`src/hdl/pat_pkg.sv`:
```
// Purpose: shared constants and types of the paged address translator
// Assumes: 24-bit logical and physical addresses, 32-bit table entries
// Notes:   the APB register offsets are byte addresses
package pat_pkg;

  // =========================================================
  // address geometry
  localparam int ADDR_W   = 24;
  localparam int PAGE_W   = 15;
  localparam int OFS_W    = 9;
  localparam int ROOT_W   = 8;
  localparam int PTR_W    = 7;
  localparam int DATA_W   = 32;
  localparam int TAG_W    = PAGE_W + 1;
  localparam int CACHE_N  = 32;
  localparam int AGE_W    = 5;
  localparam int IDX_W    = 5;
  localparam logic [AGE_W-1:0] AGE_OLDEST = 5'h1F;

  // =========================================================
  // table entry fields
  localparam int F_VALID  = 0;
  localparam int F_REF    = 1;
  localparam int F_MOD    = 2;
  localparam int F_RIGHTS = 3;
  localparam logic [DATA_W-1:0] REF_MASK = 32'h0000_0002;
  localparam logic [DATA_W-1:0] MOD_MASK = 32'h0000_0004;
  localparam logic [1:0] ENTRY_PAD = 2'h0;

  // =========================================================
  // register map
  localparam logic [7:0] REG_SYS_ROOT = 8'h00;
  localparam logic [7:0] REG_USR_ROOT = 8'h04;
  localparam logic [7:0] REG_INVAL    = 8'h08;
  localparam logic [7:0] REG_STATE    = 8'h0C;
  localparam int ST_SPLIT = 0;
  localparam int ST_BUSY  = 1;
  localparam int ST_FAULT = 2;

  // =========================================================
  // carriers and states
  typedef struct packed {
    logic [ADDR_W-1:0] laddr;
    logic              write;
    logic              user;
  } pat_cpu_req_t;

  typedef struct packed {
    logic [ADDR_W-1:0] addr;
    logic              write;
    logic [DATA_W-1:0] wdata;
  } pat_mem_req_t;

  typedef enum logic [2:0] {
    S_IDLE  = 3'h0,
    S_RROOT = 3'h1,
    S_WROOT = 3'h3,
    S_RPTR  = 3'h2,
    S_WPTR  = 3'h6,
    S_FILL  = 3'h7,
    S_FAULT = 3'h5
  } pat_state_t;

endpackage : pat_pkg

```
`src/hdl/pat_translator.sv`:
```
// Purpose: paged address translator with 32-entry cache and table walk
// Assumes: cpu and memory ports are logic on the pclk domain
// Notes:   memory request may stay high back to back with new content
//
// Register access over APB and the register addresses are this design's own decisions.
`timescale 1ns/1ps
module pat_translator (
  input  wire logic                       pclk,
  input  wire logic                       presetn,
  // apb register port
  input  wire logic                       psel,
  input  wire logic                       penable,
  input  wire logic                       pwrite,
  input  wire logic [7:0]                 paddr,
  input  wire logic [pat_pkg::DATA_W-1:0] pwdata,
  output logic [pat_pkg::DATA_W-1:0]      prdata,
  output logic                            pready,
  output logic                            pslverr,
  // cpu translation port
  input  wire logic                       cpu_req,
  input  wire pat_pkg::pat_cpu_req_t      cpu_in,
  output logic                            cpu_done,
  output logic                            cpu_abort,
  output logic [pat_pkg::ADDR_W-1:0]      cpu_paddr,
  // memory port for the table walk
  output logic                            mem_req,
  output pat_pkg::pat_mem_req_t           mem_out,
  input  wire logic                       mem_ack,
  input  wire logic [pat_pkg::DATA_W-1:0] mem_rdata
);
  import pat_pkg::*;

  // =========================================================
  // declarations
  pat_state_t        st_q;
  pat_cpu_req_t      req_q;
  logic              space_q;
  logic [DATA_W-1:0] root_q;
  logic [DATA_W-1:0] ent_q;
  logic              mem_req_q;
  pat_mem_req_t      mem_q;
  logic              done_q;
  logic              abort_q;
  logic [ADDR_W-1:0] paddr_q;

  logic [ADDR_W-1:0] sys_root;
  logic [ADDR_W-1:0] usr_root;
  logic              split;
  logic              inv_page_en;
  logic [PAGE_W-1:0] inv_page;
  logic              inv_sys;
  logic              inv_usr;

  logic              take;
  logic              space;
  logic [TAG_W-1:0]  lk_tag;
  logic [CACHE_N-1:0] hit_vec;
  logic [CACHE_N-1:0] val_vec;
  logic [CACHE_N-1:0] mod_vec;
  logic [PAGE_W-1:0] frame_arr [CACHE_N];
  logic [AGE_W-1:0]  age_arr [CACHE_N];
  logic              hit;
  logic [IDX_W-1:0]  hit_idx;
  logic [PAGE_W-1:0] hit_frame;
  logic              hit_mod;
  logic              use_hit;
  logic [IDX_W-1:0]  vic_idx;
  logic              reuse_q;
  logic [IDX_W-1:0]  reuse_idx_q;
  logic              fill_en;
  logic [TAG_W-1:0]  fill_tag;
  logic              touch_en;
  logic [IDX_W-1:0]  touch_idx;
  logic [AGE_W-1:0]  touch_age;
  logic [ADDR_W-1:0] root_addr;
  logic [ADDR_W-1:0] ptr_addr;
  logic              need_ptr_wb;
  logic [DATA_W-1:0] ptr_new;

  // =========================================================
  // register file
  pat_regs u_regs (
    .pclk                  (pclk),
    .presetn               (presetn),
    .psel                  (psel),
    .penable               (penable),
    .pwrite                (pwrite),
    .paddr                 (paddr),
    .pwdata                (pwdata),
    .prdata                (prdata),
    .pready                (pready),
    .pslverr               (pslverr),
    .fault_set             (st_q == S_FAULT),
    .fault_addr            (req_q.laddr),
    .busy                  (st_q != S_IDLE),
    .system_table_root_reg (sys_root),
    .user_table_root_reg   (usr_root),
    .split_space_bit       (split),
    .inv_page_en           (inv_page_en),
    .inv_page              (inv_page),
    .inv_sys               (inv_sys),
    .inv_usr               (inv_usr)
  );

  // =========================================================
  // lookup
  // a request is taken only while idle with no answer showing
  assign take = cpu_req && st_q == S_IDLE && !done_q && !abort_q;

  assign space = cpu_in.user && !split;

  assign lk_tag = {space, cpu_in.laddr[ADDR_W-1:OFS_W]};

  // encode hit and pull out the matching frame
  always_comb begin
    hit       = 1'b0;
    hit_idx   = '0;
    hit_frame = '0;
    hit_mod   = 1'b0;
    for (int i = 0; i < CACHE_N; i++) begin
      if (hit_vec[i]) begin
        hit       = 1'b1;
        hit_idx   = IDX_W'(i);
        hit_frame = frame_arr[i];
        hit_mod   = mod_vec[i];
      end
    end
  end

  // a write to a clean entry walks to set the flag
  assign use_hit = hit && (!cpu_in.write || hit_mod);

  // victim: first free entry, else the oldest
  always_comb begin
    vic_idx = '0;
    for (int i = CACHE_N - 1; i >= 0; i--) begin
      if (age_arr[i] == AGE_OLDEST) vic_idx = IDX_W'(i);
    end
    for (int i = CACHE_N - 1; i >= 0; i--) begin
      if (!val_vec[i]) vic_idx = IDX_W'(i);
    end
    // clean write hit refills its own entry, no duplicate tag
    if (reuse_q) vic_idx = reuse_idx_q;
  end

  // fill and recency update
  assign fill_en   = st_q == S_FILL;
  assign fill_tag  = {space_q, req_q.laddr[ADDR_W-1:OFS_W]};
  assign touch_en  = (take && use_hit) || fill_en;
  assign touch_idx = fill_en ? vic_idx : hit_idx;
  assign touch_age = age_arr[touch_idx];

  // =========================================================
  // cache entries
  for (genvar g = 0; g < CACHE_N; g++) begin : g_ent
    pat_entry #(.IDX(g)) u_ent (
      .pclk        (pclk),
      .presetn     (presetn),
      .lk_tag      (lk_tag),
      .fill_en     (fill_en && vic_idx == IDX_W'(g)),
      .fill_tag    (fill_tag),
      .fill_frame  (ent_q[ADDR_W-1:OFS_W]),
      .fill_mod    (ent_q[F_MOD]),
      .touch_en    (touch_en),
      .touch_me    (touch_idx == IDX_W'(g)),
      .touch_age   (touch_age),
      .inv_page_en (inv_page_en),
      .inv_page    (inv_page),
      .inv_sys     (inv_sys),
      .inv_usr     (inv_usr),
      .hit         (hit_vec[g]),
      .valid       (val_vec[g]),
      .frame       (frame_arr[g]),
      .mod         (mod_vec[g]),
      .age         (age_arr[g])
    );
  end

  // =========================================================
  // table addresses
  // root index picks a four-byte root entry
  assign root_addr = {(space ? usr_root[ADDR_W-1:ROOT_W+2]
                             : sys_root[ADDR_W-1:ROOT_W+2]),
                      cpu_in.laddr[ADDR_W-1:ADDR_W-ROOT_W], ENTRY_PAD};

  // pointer table sits in the frame named by the root entry
  assign ptr_addr = {mem_rdata[ADDR_W-1:OFS_W],
                     req_q.laddr[OFS_W+PTR_W-1:OFS_W], ENTRY_PAD};

  // flags the final entry must carry
  assign ptr_new = mem_rdata | REF_MASK | (req_q.write ? MOD_MASK : '0);
  assign need_ptr_wb = ptr_new != mem_rdata;

  // =========================================================
  // table walk and memory requests
  // miss walks root then pointer table
  always_ff @(posedge pclk or negedge presetn) begin
    if (!presetn) begin
      st_q      <= S_IDLE;
      req_q     <= '0;
      space_q   <= 1'b0;
      root_q    <= '0;
      ent_q     <= '0;
      mem_req_q <= 1'b0;
      mem_q     <= '0;
      reuse_q     <= 1'b0;
      reuse_idx_q <= '0;
    end else begin
      case (st_q)
        S_IDLE: begin
          if (take && !use_hit) begin
            reuse_q     <= hit;
            reuse_idx_q <= hit_idx;
            req_q     <= cpu_in;
            space_q   <= space;
            mem_req_q <= 1'b1;
            mem_q     <= '{addr: root_addr, write: 1'b0, wdata: '0};
            st_q      <= S_RROOT;
          end
        end
        S_RROOT: begin
          if (mem_ack) begin
            root_q <= mem_rdata;
            if (!mem_rdata[F_VALID]) begin
              mem_req_q <= 1'b0;
              st_q      <= S_FAULT;
            end else if (!mem_rdata[F_REF]) begin
              mem_q <= '{addr: mem_q.addr, write: 1'b1,
                         wdata: mem_rdata | REF_MASK};
              st_q  <= S_WROOT;
            end else begin
              mem_q <= '{addr: ptr_addr, write: 1'b0, wdata: '0};
              st_q  <= S_RPTR;
            end
          end
        end
        S_WROOT: begin
          if (mem_ack) begin
            mem_q <= '{addr: {root_q[ADDR_W-1:OFS_W],
                              req_q.laddr[OFS_W+PTR_W-1:OFS_W],
                              ENTRY_PAD},
                       write: 1'b0, wdata: '0};
            st_q  <= S_RPTR;
          end
        end
        S_RPTR: begin
          if (mem_ack) begin
            ent_q <= ptr_new;
            if (!mem_rdata[F_VALID]) begin
              mem_req_q <= 1'b0;
              st_q      <= S_FAULT;
            // changed flags go back to memory
            end else if (need_ptr_wb) begin
              mem_q <= '{addr: mem_q.addr, write: 1'b1, wdata: ptr_new};
              st_q  <= S_WPTR;
            end else begin
              mem_req_q <= 1'b0;
              st_q      <= S_FILL;
            end
          end
        end
        S_WPTR: begin
          if (mem_ack) begin
            mem_req_q <= 1'b0;
            st_q      <= S_FILL;
          end
        end
        S_FILL: begin
          st_q <= S_IDLE;
        end
        S_FAULT: begin
          st_q <= S_IDLE;
        end
        default: begin
          mem_req_q <= 1'b0;
          st_q      <= S_IDLE;
        end
      endcase
    end
  end

  // =========================================================
  // cpu answers
  // hit answers on the next edge
  always_ff @(posedge pclk or negedge presetn) begin
    if (!presetn) begin
      done_q  <= 1'b0;
      abort_q <= 1'b0;
      paddr_q <= '0;
    end else begin
      done_q  <= (take && use_hit) || st_q == S_FILL;
      abort_q <= st_q == S_FAULT;
      if (take && use_hit) begin
        paddr_q <= {hit_frame, cpu_in.laddr[OFS_W-1:0]};
      end else if (st_q == S_FILL) begin
        paddr_q <= {ent_q[ADDR_W-1:OFS_W], req_q.laddr[OFS_W-1:0]};
      end
    end
  end

  // cpu must drop its access on abort
  assign cpu_done  = done_q;
  assign cpu_abort = abort_q;
  assign cpu_paddr = paddr_q;
  assign mem_req   = mem_req_q;
  assign mem_out   = mem_q;

endmodule : pat_translator

```
`src/hdl/pat_entry.sv`:
```
// Purpose: one translation cache entry with its age for replacement
// Assumes: ages of all entries form a permutation of 0..31
// Notes:   tag bit 15 marks the user root space
`timescale 1ns/1ps
module pat_entry #(
  parameter int IDX = 0
) (
  input  wire logic                      pclk,
  input  wire logic                      presetn,
  input  wire logic [pat_pkg::TAG_W-1:0] lk_tag,
  input  wire logic                      fill_en,
  input  wire logic [pat_pkg::TAG_W-1:0] fill_tag,
  input  wire logic [pat_pkg::PAGE_W-1:0] fill_frame,
  input  wire logic                      fill_mod,
  input  wire logic                      touch_en,
  input  wire logic                      touch_me,
  input  wire logic [pat_pkg::AGE_W-1:0] touch_age,
  input  wire logic                      inv_page_en,
  input  wire logic [pat_pkg::PAGE_W-1:0] inv_page,
  input  wire logic                      inv_sys,
  input  wire logic                      inv_usr,
  output logic                           hit,
  output logic                           valid,
  output logic [pat_pkg::PAGE_W-1:0]     frame,
  output logic                           mod,
  output logic [pat_pkg::AGE_W-1:0]      age
);
  import pat_pkg::*;

  logic [TAG_W-1:0]  tag_q;
  logic [PAGE_W-1:0] frame_q;
  logic              valid_q;
  logic              mod_q;
  logic [AGE_W-1:0]  age_q;

  // content and validity
  always_ff @(posedge pclk or negedge presetn) begin
    if (!presetn) begin
      valid_q <= 1'b0;
      tag_q   <= '0;
      frame_q <= '0;
      mod_q   <= 1'b0;
    end else if (fill_en) begin
      valid_q <= 1'b1;
      tag_q   <= fill_tag;
      frame_q <= fill_frame;
      mod_q   <= fill_mod;
    end else if (inv_page_en && tag_q[PAGE_W-1:0] == inv_page) begin
      valid_q <= 1'b0;
    end else if ((inv_sys && !tag_q[PAGE_W]) ||
                 (inv_usr && tag_q[PAGE_W])) begin
      valid_q <= 1'b0;
    end
  end

  always_ff @(posedge pclk or negedge presetn) begin
    if (!presetn) begin
      age_q <= AGE_W'(IDX);
    end else if (touch_en) begin
      if (touch_me) begin
        age_q <= '0;
      end else if (age_q < touch_age) begin
        age_q <= age_q + 1'b1;
      end
    end
  end

  assign hit   = valid_q && (tag_q == lk_tag);
  assign valid = valid_q;
  assign frame = frame_q;
  assign mod   = mod_q;
  assign age   = age_q;

endmodule : pat_entry

```
`src/hdl/pat_regs.sv`:
```
// Purpose: APB register file of the translator
// Assumes: zero wait states, byte addresses, 32-bit data
// Notes:   a fault capture wins over a software write in the same cycle
`timescale 1ns/1ps
module pat_regs (
  input  wire logic                       pclk,
  input  wire logic                       presetn,
  input  wire logic                       psel,
  input  wire logic                       penable,
  input  wire logic                       pwrite,
  input  wire logic [7:0]                 paddr,
  input  wire logic [pat_pkg::DATA_W-1:0] pwdata,
  output logic [pat_pkg::DATA_W-1:0]      prdata,
  output logic                            pready,
  output logic                            pslverr,
  input  wire logic                       fault_set,
  input  wire logic [pat_pkg::ADDR_W-1:0] fault_addr,
  input  wire logic                       busy,
  output logic [pat_pkg::ADDR_W-1:0]      system_table_root_reg,
  output logic [pat_pkg::ADDR_W-1:0]      user_table_root_reg,
  output logic                            split_space_bit,
  output logic                            inv_page_en,
  output logic [pat_pkg::PAGE_W-1:0]      inv_page,
  output logic                            inv_sys,
  output logic                            inv_usr
);
  import pat_pkg::*;

  logic [ADDR_W-1:0] invalidate_address_reg;
  logic              fault_q;
  logic [DATA_W-1:0] prdata_q;
  logic              wr;
  logic              known;
  logic [DATA_W-1:0] rd_mux;

  assign wr    = psel && penable && pwrite;
  assign known = (paddr == REG_SYS_ROOT) || (paddr == REG_USR_ROOT) ||
                 (paddr == REG_INVAL) || (paddr == REG_STATE);

  always_ff @(posedge pclk or negedge presetn) begin
    if (!presetn) begin
      system_table_root_reg <= '0;
      user_table_root_reg   <= '0;
      split_space_bit       <= 1'b0;
    end else if (wr) begin
      if (paddr == REG_SYS_ROOT) system_table_root_reg <= pwdata[ADDR_W-1:0];
      if (paddr == REG_USR_ROOT) user_table_root_reg <= pwdata[ADDR_W-1:0];
      if (paddr == REG_STATE) split_space_bit <= pwdata[ST_SPLIT];
    end
  end

  always_ff @(posedge pclk or negedge presetn) begin
    if (!presetn) begin
      inv_page_en <= 1'b0;
      inv_page    <= '0;
      inv_sys     <= 1'b0;
      inv_usr     <= 1'b0;
    end else begin
      inv_page_en <= wr && paddr == REG_INVAL;
      inv_page    <= pwdata[ADDR_W-1:OFS_W];
      inv_sys     <= wr && paddr == REG_SYS_ROOT;
      inv_usr     <= wr && paddr == REG_USR_ROOT;
    end
  end

  always_ff @(posedge pclk or negedge presetn) begin
    if (!presetn) begin
      invalidate_address_reg <= '0;
      fault_q                <= 1'b0;
    end else begin
      if (fault_set) begin
        invalidate_address_reg <= fault_addr;
      end else if (wr && paddr == REG_INVAL) begin
        invalidate_address_reg <= pwdata[ADDR_W-1:0];
      end
      if (fault_set) begin
        fault_q <= 1'b1;
      end else if (wr && paddr == REG_STATE && pwdata[ST_FAULT]) begin
        fault_q <= 1'b0;
      end
    end
  end

  // read mux, sampled in the setup phase
  always_comb begin
    rd_mux = '0;
    case (paddr)
      REG_SYS_ROOT: rd_mux[ADDR_W-1:0] = system_table_root_reg;
      REG_USR_ROOT: rd_mux[ADDR_W-1:0] = user_table_root_reg;
      REG_INVAL:    rd_mux[ADDR_W-1:0] = invalidate_address_reg;
      REG_STATE: begin
        rd_mux[ST_SPLIT] = split_space_bit;
        rd_mux[ST_BUSY]  = busy;
        rd_mux[ST_FAULT] = fault_q;
      end
      default:      rd_mux = '0;
    endcase
  end

  always_ff @(posedge pclk or negedge presetn) begin
    if (!presetn) begin
      prdata_q <= '0;
    end else if (psel && !penable) begin
      prdata_q <= rd_mux;
    end
  end

  assign prdata  = prdata_q;
  assign pready  = 1'b1;
  assign pslverr = psel && penable && !known;

endmodule : pat_regs

```
`config.mk`:
```
export PLATFORM = sky130hd
export DESIGN_NAME = pat_translator
export DESIGN_NICKNAME = d
export VERILOG_FILES = /design/src/hdl/pat_pkg.sv /design/src/hdl/pat_translator.sv /design/src/hdl/pat_entry.sv /design/src/hdl/pat_regs.sv
export SDC_FILE = /design/constraint.sdc
export NUM_CORES = 2
export LEC_CHECK = 0
export BUFFER_PORTS_ARGS = -buffer_cell sky130_fd_sc_hd__buf_4
export CORE_MARGIN = 5
export CORE_UTILIZATION = 45
export CTS_BUF_LIST = sky130_fd_sc_hd__clkbuf_8
export DETAILED_ROUTE_END_ITERATION = 12
export PLACE_DENSITY = 0.6
export RECOVER_POWER = 100
export SLEW_MARGIN = 10
export SYNTH_ARGS = -nofsm -noshare
export SYNTH_HDL_FRONTEND = slang
export SYNTH_SLANG_ARGS = --single-unit
export TNS_END_PERCENT = 100
```
`constraint.sdc`:
```
create_clock -name pclk -period 9.2 [get_ports pclk]
set_input_delay 0.92 -clock pclk [delete_from_list [all_inputs] [get_ports pclk]]
set_output_delay 0.92 -clock pclk [all_outputs]
set_load 0.1 [all_outputs]
```
# Word-level counts from Yosys, hierarchy flattened
# Index checks and enable logic that the tools add are counted.
# op_classes
bitwise,4
magnitude_cmp,33
n_eq_ne,179
add_sub_neg,32
n_reduce_logical,369
muxes,393
# ops
cell,n
5-bit two-way mux,162
16-bit equality test,32
15-bit equality test,32
15-bit two-way mux,32
"5-bit equality test, second input constant",64
57-bit two-way mux,5
57-bit case mux with 4 select lines,1
1-bit logical AND,176
1-bit two-way mux,172
"5-bit by 1-bit adder with 5-bit output, second input constant",32
5-bit less-than comparator,32
3-bit nonzero test,34
33-bit two-way mux,3
24-bit two-way mux,4
"5-bit by 4-bit equality test with 1-bit output, second input constant",16
2-bit AND reduction,38
2-bit nonzero test,35
21-bit case mux with 3 select lines,1
"5-bit by 3-bit equality test with 1-bit output, second input constant",8
1-bit zero test,39
1-bit logical OR,37
32-bit != test,1
32-bit by 3-bit bitwise OR with 32-bit output,1
5-bit binary-select mux with 5-bit select,1
other kinds (27),52
# totals
word_cells,1195
register_bits,1499
output_inout_bits,118

# Longest topological paths before layout
# logic_depth
depth_word,74
ltp_mapped,30
mapped_depth_nobuf,27

# Modules after synthesis
# From an unflattened synthesis, not the netlist that was laid out.
# unflattened
cells_unflattened,7306
area_unflattened_um2,83421.3
# by_module_without_submodules
module,seq_area_each_um2,n_inst,cells_each,area_per_inst_um2
pat_entry (g_ent[11].u_ent ...),954.7,10,158,2000.7
pat_entry (g_ent[10].u_ent ...),953.4,10,158,1999.4
pat_translator,3678.5,1,1813,14002.2
pat_entry (g_ent[15].u_ent ...),955.9,5,158,2001.9
pat_entry (g_ent[16].u_ent ...),952.2,5,158,1998.2
pat_regs,2902.8,1,437,5417.7
pat_entry (g_ent[31].u_ent),957.2,1,158,2003.2
pat_entry (g_ent[0].u_ent),950.9,1,158,1996.9

# Worst setup path before layout
# No wires, ideal clock.
# synth_timing
kind,input to register
start,input port cpu_in[0] (netlist bit)
end,register g_ent[21].u_ent.age_q[2]
slack_ns,1.458
n_path_buf,6
arrival_ns,7.663
setup_time_ns,0.079
cell_stages,27
required_time_ns,9.121
cell_sequence,nor2b_1 -> buf_6 -> xor2_1 -> or4_1 -> or2_0 -> clkbuf_1 -> a21bo_2 -> a21oi_1 -> o311ai_4 -> nand3_2 -> buf_4 -> buf_4 -> buf_2 -> buf_2 -> mux2i_1 -> nand2_1 -> o211ai_1 -> o311ai_0 -> a31oi_1 -> ha_1 -> a21o_1 -> a21o_1 -> a21o_1 -> or3b_2 -> o21ai_1 -> o21ai_0 -> a22o_1
# synth_via
elab_chain_len,42
# synth_rtl
item,line_no,rtl
"start, declared",pat_translator.sv:21,"input wire pat_pkg::pat_cpu_req_t cpu_in,"
1-bit logical AND *,pat_translator.sv:110,assign space = cpu_in.user && !split;
16-bit equality test,pat_entry.sv:68,assign hit = valid_q && (tag_q == lk_tag);
1-bit logical AND,pat_entry.sv:68,
1-bit two-way mux,pat_translator.sv:121,if (hit_vec[i]) begin
5-bit two-way mux (30 in series),pat_translator.sv:121,
5-bit two-way mux,pat_translator.sv:150,assign touch_idx = fill_en ? vic_idx : hit_idx;
5-bit inverter with 6-bit output (not written as such),pat_translator.sv:151,assign touch_age = age_arr[touch_idx];
5-bit binary-select mux with 5-bit select,pat_translator.sv:151,
5-bit two-way mux (not written as such) (2 in series),pat_translator.sv:151,
5-bit less-than comparator,pat_entry.sv:62,end else if (age_q < touch_age) begin
2-bit nonzero test (no line),--,
2-bit AND reduction (no line),--,
"end signal, assigned",pat_entry.sv:58,age_q <= AGE_W'(IDX);
"end signal, assigned",pat_entry.sv:63,age_q <= age_q + 1'b1;
"end, declared",pat_entry.sv:34,logic [AGE_W-1:0] age_q;
# Every way passes the cells marked *; elsewhere a longest branch is shown, timed or not. The select of a mux whose other input is x is not followed.
# A chain may end at the register's enable or synchronous reset.

# Worst setup path in the final report
# layout_timing
start,register u_regs.split_space_bit
end,register g_ent[21].u_ent.age_q[1]
# layout_lines
item,line_no,rtl
"start, declared",pat_regs.sv:21,"output logic split_space_bit,"
"start signal, assigned",pat_regs.sv:48,if (paddr == REG_STATE) split_space_bit <= pwdata[ST_SPLIT];
1-bit zero test *,pat_translator.sv:110,
1-bit logical AND *,pat_translator.sv:110,
16-bit equality test,pat_entry.sv:68,
1-bit logical AND,pat_entry.sv:68,
1-bit two-way mux (32 in series),pat_translator.sv:121,
1-bit logical OR,pat_translator.sv:131,assign use_hit = hit && (!cpu_in.write || hit_mod);
1-bit logical AND *,pat_translator.sv:131,
1-bit logical AND *,pat_translator.sv:149,assign touch_en = (take && use_hit) || fill_en;
1-bit logical OR *,pat_translator.sv:149,
net g_ent[0].u_ent.touch_en,pat_entry.sv:15,"input wire logic touch_en,"
2-bit AND reduction (no line) *,--,
# Mark *: on every way through the listed nets, which the timed path passes. The rest lies on a longest branch. The select of a mux whose other input is x is not followed.

==> flow_summary.yaml <==
route:
  vias_per_cell: 6.174
  remaining_antenna_violation_count_after_routing: 0
  total_detailed_routing_wirelength_um: 284900
  tritonroute_pass_1_iters: 6
  num_vias: 65361
  wl_per_cell_um: 26.91
  initialDrtViolationCount: 6217
  drc: 0
cts:
  clkSinkCount: 1479
  post_cts_resize_count: 0
  max-clock-path-buffers: 4
  cts.hold.buffers_added: 16
  cts_buffers: 276
  clkLatencyLatePin_ns: 1.04
  cts_max_level: 5
  cts_tree: "yes"
  clock_pin_slew_of_the_registers_on_the_worst_case_setup_and_hold_paths_ns: 0.06
  post_cts_setup_buffers: 0
  cts-root-buf: "clkbuf_8"
place:
  placed_area_um2: 88220
  globalplace.congestion: 0.9093
  post-dp-hpwl_um: 184700
  io_buffer_count: 203
finish:
  num-nets-final: 8207
  layout.area.seq_um2: 37150
  registers.top_by_ff_count: "g_ent.u_ent.tag_q"
  flow.area_growth_from_synthesis_pct: 11.46
  final_area_um2: 93160
  multi_input_comb_area_um2: 43930
  proportion_of_layout_cells_with_a_drive_suffix_above_1_pct: 24.36
  filler_cell_count: 16883
  largest_register_ffs: 512
power:
  power_frac_clock_pct: 32.0
  internal_power_uw: 12390
  p_sw_share_pct: 39.11
  net-switching-power_uw: 7956
  static-leakage-power_uw: 0.04388
  pwr_density_cell_nw_per_um2: 218.4
  comb_power_share_pct: 28.0
  power.ir.vdd_worst_uv: 357.0
  pwr-share-seq_pct: 40.0
worst_hold_path:
  hold_path.startpoint: "pwdata[7]"
  hp-class: "in2reg"
timing:
  min_period_ns: 8.444
  largest_clock_skew_in_the_final_design_ns: 0.07099
  finalMaxSlewViolations: 2183
  worst_slew_pin_slew_ns: 5.761
  setup_repair_after_global_routing_missed_its_margin: "no"
  setup_viol: 0
  rel_slew_slack_pct: -284.1
  layout_worst_path_cycle_share_pct: 91.78
  fmaxAchievable_mhz: 118.4
  final_hold_viol_count: 0
  final.setup.tns_ns: 0
yosys:
  synthesis.instances: 7693
  synth_compound_gate_area_share_pct: 10.56
  synth_seq_area_share_pct: 44.40
  synthArstFlopShare_pct: 100.0
  ys.warnings.count: 0
  synth_edf_count: 0
  main_combinational_cell_family_by_area_after_synthesis: "multiplexers"
  commonest_register_cell_after_synthesis: "dfrtp_1"
  post_synth_and_or_nand_nor_area_fraction_pct: 11.41
  area_of_the_mapped_netlist_um2: 83580
  synth.avg_cell_area_um2: 10.86
  synth_fa_ha_area_share_pct: 2.874
  yosysUniqueCellTypes: 98
  synth-seq-cells: 1479
  synth_mux_area_share_pct: 17.11
  synth_xor_xnor_area_share_pct: 10.39
critical_path:
  critical_path.max_fanout: 31
  timing.setup.critical_path_class: "reg2reg"
  cp_slowest_cell: "nor2_1"
  critPathLaunch: "u_regs.split_space_bit"
  worst_r2r_startpoint: "u_regs.split_space_bit"
  setup.worst_path.end_class: "register"
  path_cells: "nor2b_4, buf_12, xor2_1, or4_1, o2111ai_1, clkbuf_1, o22ai_1, a221oi_1, nand3_1, nor4_1, nor3_1, a211o_1, and3_1, nor2_1, inv_1, nand2_1, a31o_1, a22o_1"
  crit_path_max_incr_delay_ns: 1.65
  required_ns: 10.13
  startpoint_type: "register"
  endpoint_arrival_time_on_the_critical_path_ns: 9.37
floorplan:
  boundaryPins: 223
  row_count: 158
  dieHeight_um: 441.0
  design.die.area_um2: 194500
  floorplan.core_area_um2: 185000
  floorplan.initialDensity_pct: 45.17
  chipWidth_um: 441.0
global_routing:
  antenna_violations_before_repair: 9
  globalRouteTotalUtil_pct: 28.90
  first_global_vias: 65109
  first_pass_grt_wire_length_um: 425900
  grt_max_degree: 173
  grt_util_met3_pct: 5.832
  grt_total_ovfl: 0
  global_route_layer_with_the_greatest_usage: "met2"
  globalRouteMet1Util_pct: 40.45
  use_met2_pct: 43.93
status:
  failed_checks: "max-capacitance violations, max-slew violations"
  run_status: "finished with violations"
flow_run:
  maxCapViolations: 46
==> critical path, delay by kind of cell, from the launching register on <==
kind            cells  cell delay [ns]
flops               1             0.45
compound gates      6             1.83
buf+inv             3             1.89
simple gates        8             3.98
xor+xnor            1             0.13
==> logic make-up (layout without fill, tap and decap cells) <==
kind of cell             after synthesis  after routing
adder cells (fa/ha/maj)              192            192
other                                  2             17
multiplexers                        1285           1285
flip-flops                          1479           1479
AO/OA/AOI/OAI                       1217           1217
AND/OR/NAND/NOR                     1906           1906
XOR/XNOR                             992            992
buffers and inverters                620           1018
==> cell type report <==
type                       count  area share [%]
multi-input combinational   5603           47.16
sequential                  1479           39.88
clock buffer                 347           5.127
timing repair buffer         482           3.426
tap                         2480           3.331
clock inverter               121          0.7857
inverter                      68          0.2740
antenna                        6         0.01612
==> power by group through the flow <==
stage          clock, µW  combinational [µW]  sequential (µW)
6_report            6510                5690             8140
5_1_grt             6930                6040             8220
4_1_cts             6630                5770             8120
3_5_place_dp           0                5750             8220
3_3_place_gp           0                5640             8200
2_1_floorplan          0                2830             8710
==> worst paths after layout <==
| check | to | cells past startpoint | slack (ns) |
|---|---|---|---|
| min in group asynchronous | g_ent[5].u_ent.tag_q[9] | 2 | 0.57 |
| max in group asynchronous | g_ent[15].u_ent.frame[8] | 4 | 2.06 |
| hold reg to reg | u_regs.user_table_root_reg[9] | 2 | 0.47 |
| setup reg to reg | g_ent[21].u_ent.age[1] | 18 | 0.76 |
| hold / removal | u_regs.user_table_root_reg[7] | 3 | 0.1 |
| setup / recovery | g_ent[21].u_ent.age[1] | 18 | 0.76 |
==> cells in the final DEF (no fill, tap or decap), drive strengths merged, types with 192 or more instances in the layout <==
cell,instances
buf,288
mux2,1121
nor2,391
dfrtp,1399
xor2,453
o21ai,268
nor4,228
nand4,213
clkbuf,524
ha,192
nand2,580
xnor2,539
==> routing by layer <==
metal / vias up / share of wire [%] / routed length (µm)
met1: 33191 / 43 / 122800
met5: - / 0.0025 / 7
met4: 2 / 4.5 / 12950
met2: 2948 / 44 / 124700
li1: 28492 / - / -
met3: 728 / 8.6 / 24470
==> synth_stat cells, types with 19 or more instances <==
master,number,area [µm²]
a2111oi_0,19,166.4
a211oi_1,21,157.7
a21o_1,101,758.2
a21oi_1,132,660.6
a221oi_1,42,367.9
a22o_1,58,508.0
a22oi_1,62,465.5
a31oi_1,46,287.8
a32o_1,62,620.6
and2_1,55,344.1
and3_1,107,669.4
buf_1,81,304.0
buf_2,43,215.2
buf_4,36,270.3
buf_6,25,281.5
clkbuf_1,367,1378
dfrtp_1,1399,35010
dfstp_2,80,2102
ha_1,192,2402
inv_1,64,240.2
mux2_2,1119,12600
mux2i_1,161,1612
nand2_1,580,2177
nand3_1,95,475.5
nand4_1,212,1326
nor2_1,388,1456
nor2b_1,19,118.9
nor3_1,80,400.4
nor3b_1,24,180.2
nor4_1,228,1426
o2111ai_1,61,534.3
o211a_1,31,310.3
o211ai_1,66,495.5
o21ai_0,236,1181
o21ai_1,32,160.2
o221ai_1,30,262.8
o22ai_1,21,131.4
o311ai_0,21,183.9
o311ai_1,20,175.2
o31ai_1,40,300.3
or4_1,28,210.2
xnor2_1,539,4721
xor2_1,453,3968
==> stage by stage <==
stage	util, %	instances	setup WS (ns)	total power (µW)	hold slack (ns)
after floorplan	-	7702	1.458	11540	0.4403
final	50.35	10586	0.7559	20340	0.09914
after detailed placement	47.68	10096	1.059	13980	0.4628
after global placement	47.68	10096	1.179	13840	0.4590
after global routing	50.34	10583	0.6430	21180	0.07122
after CTS	50.74	10580	1.495	20530	0.005641
Note: power is estimated with default switching activity, not from simulation.
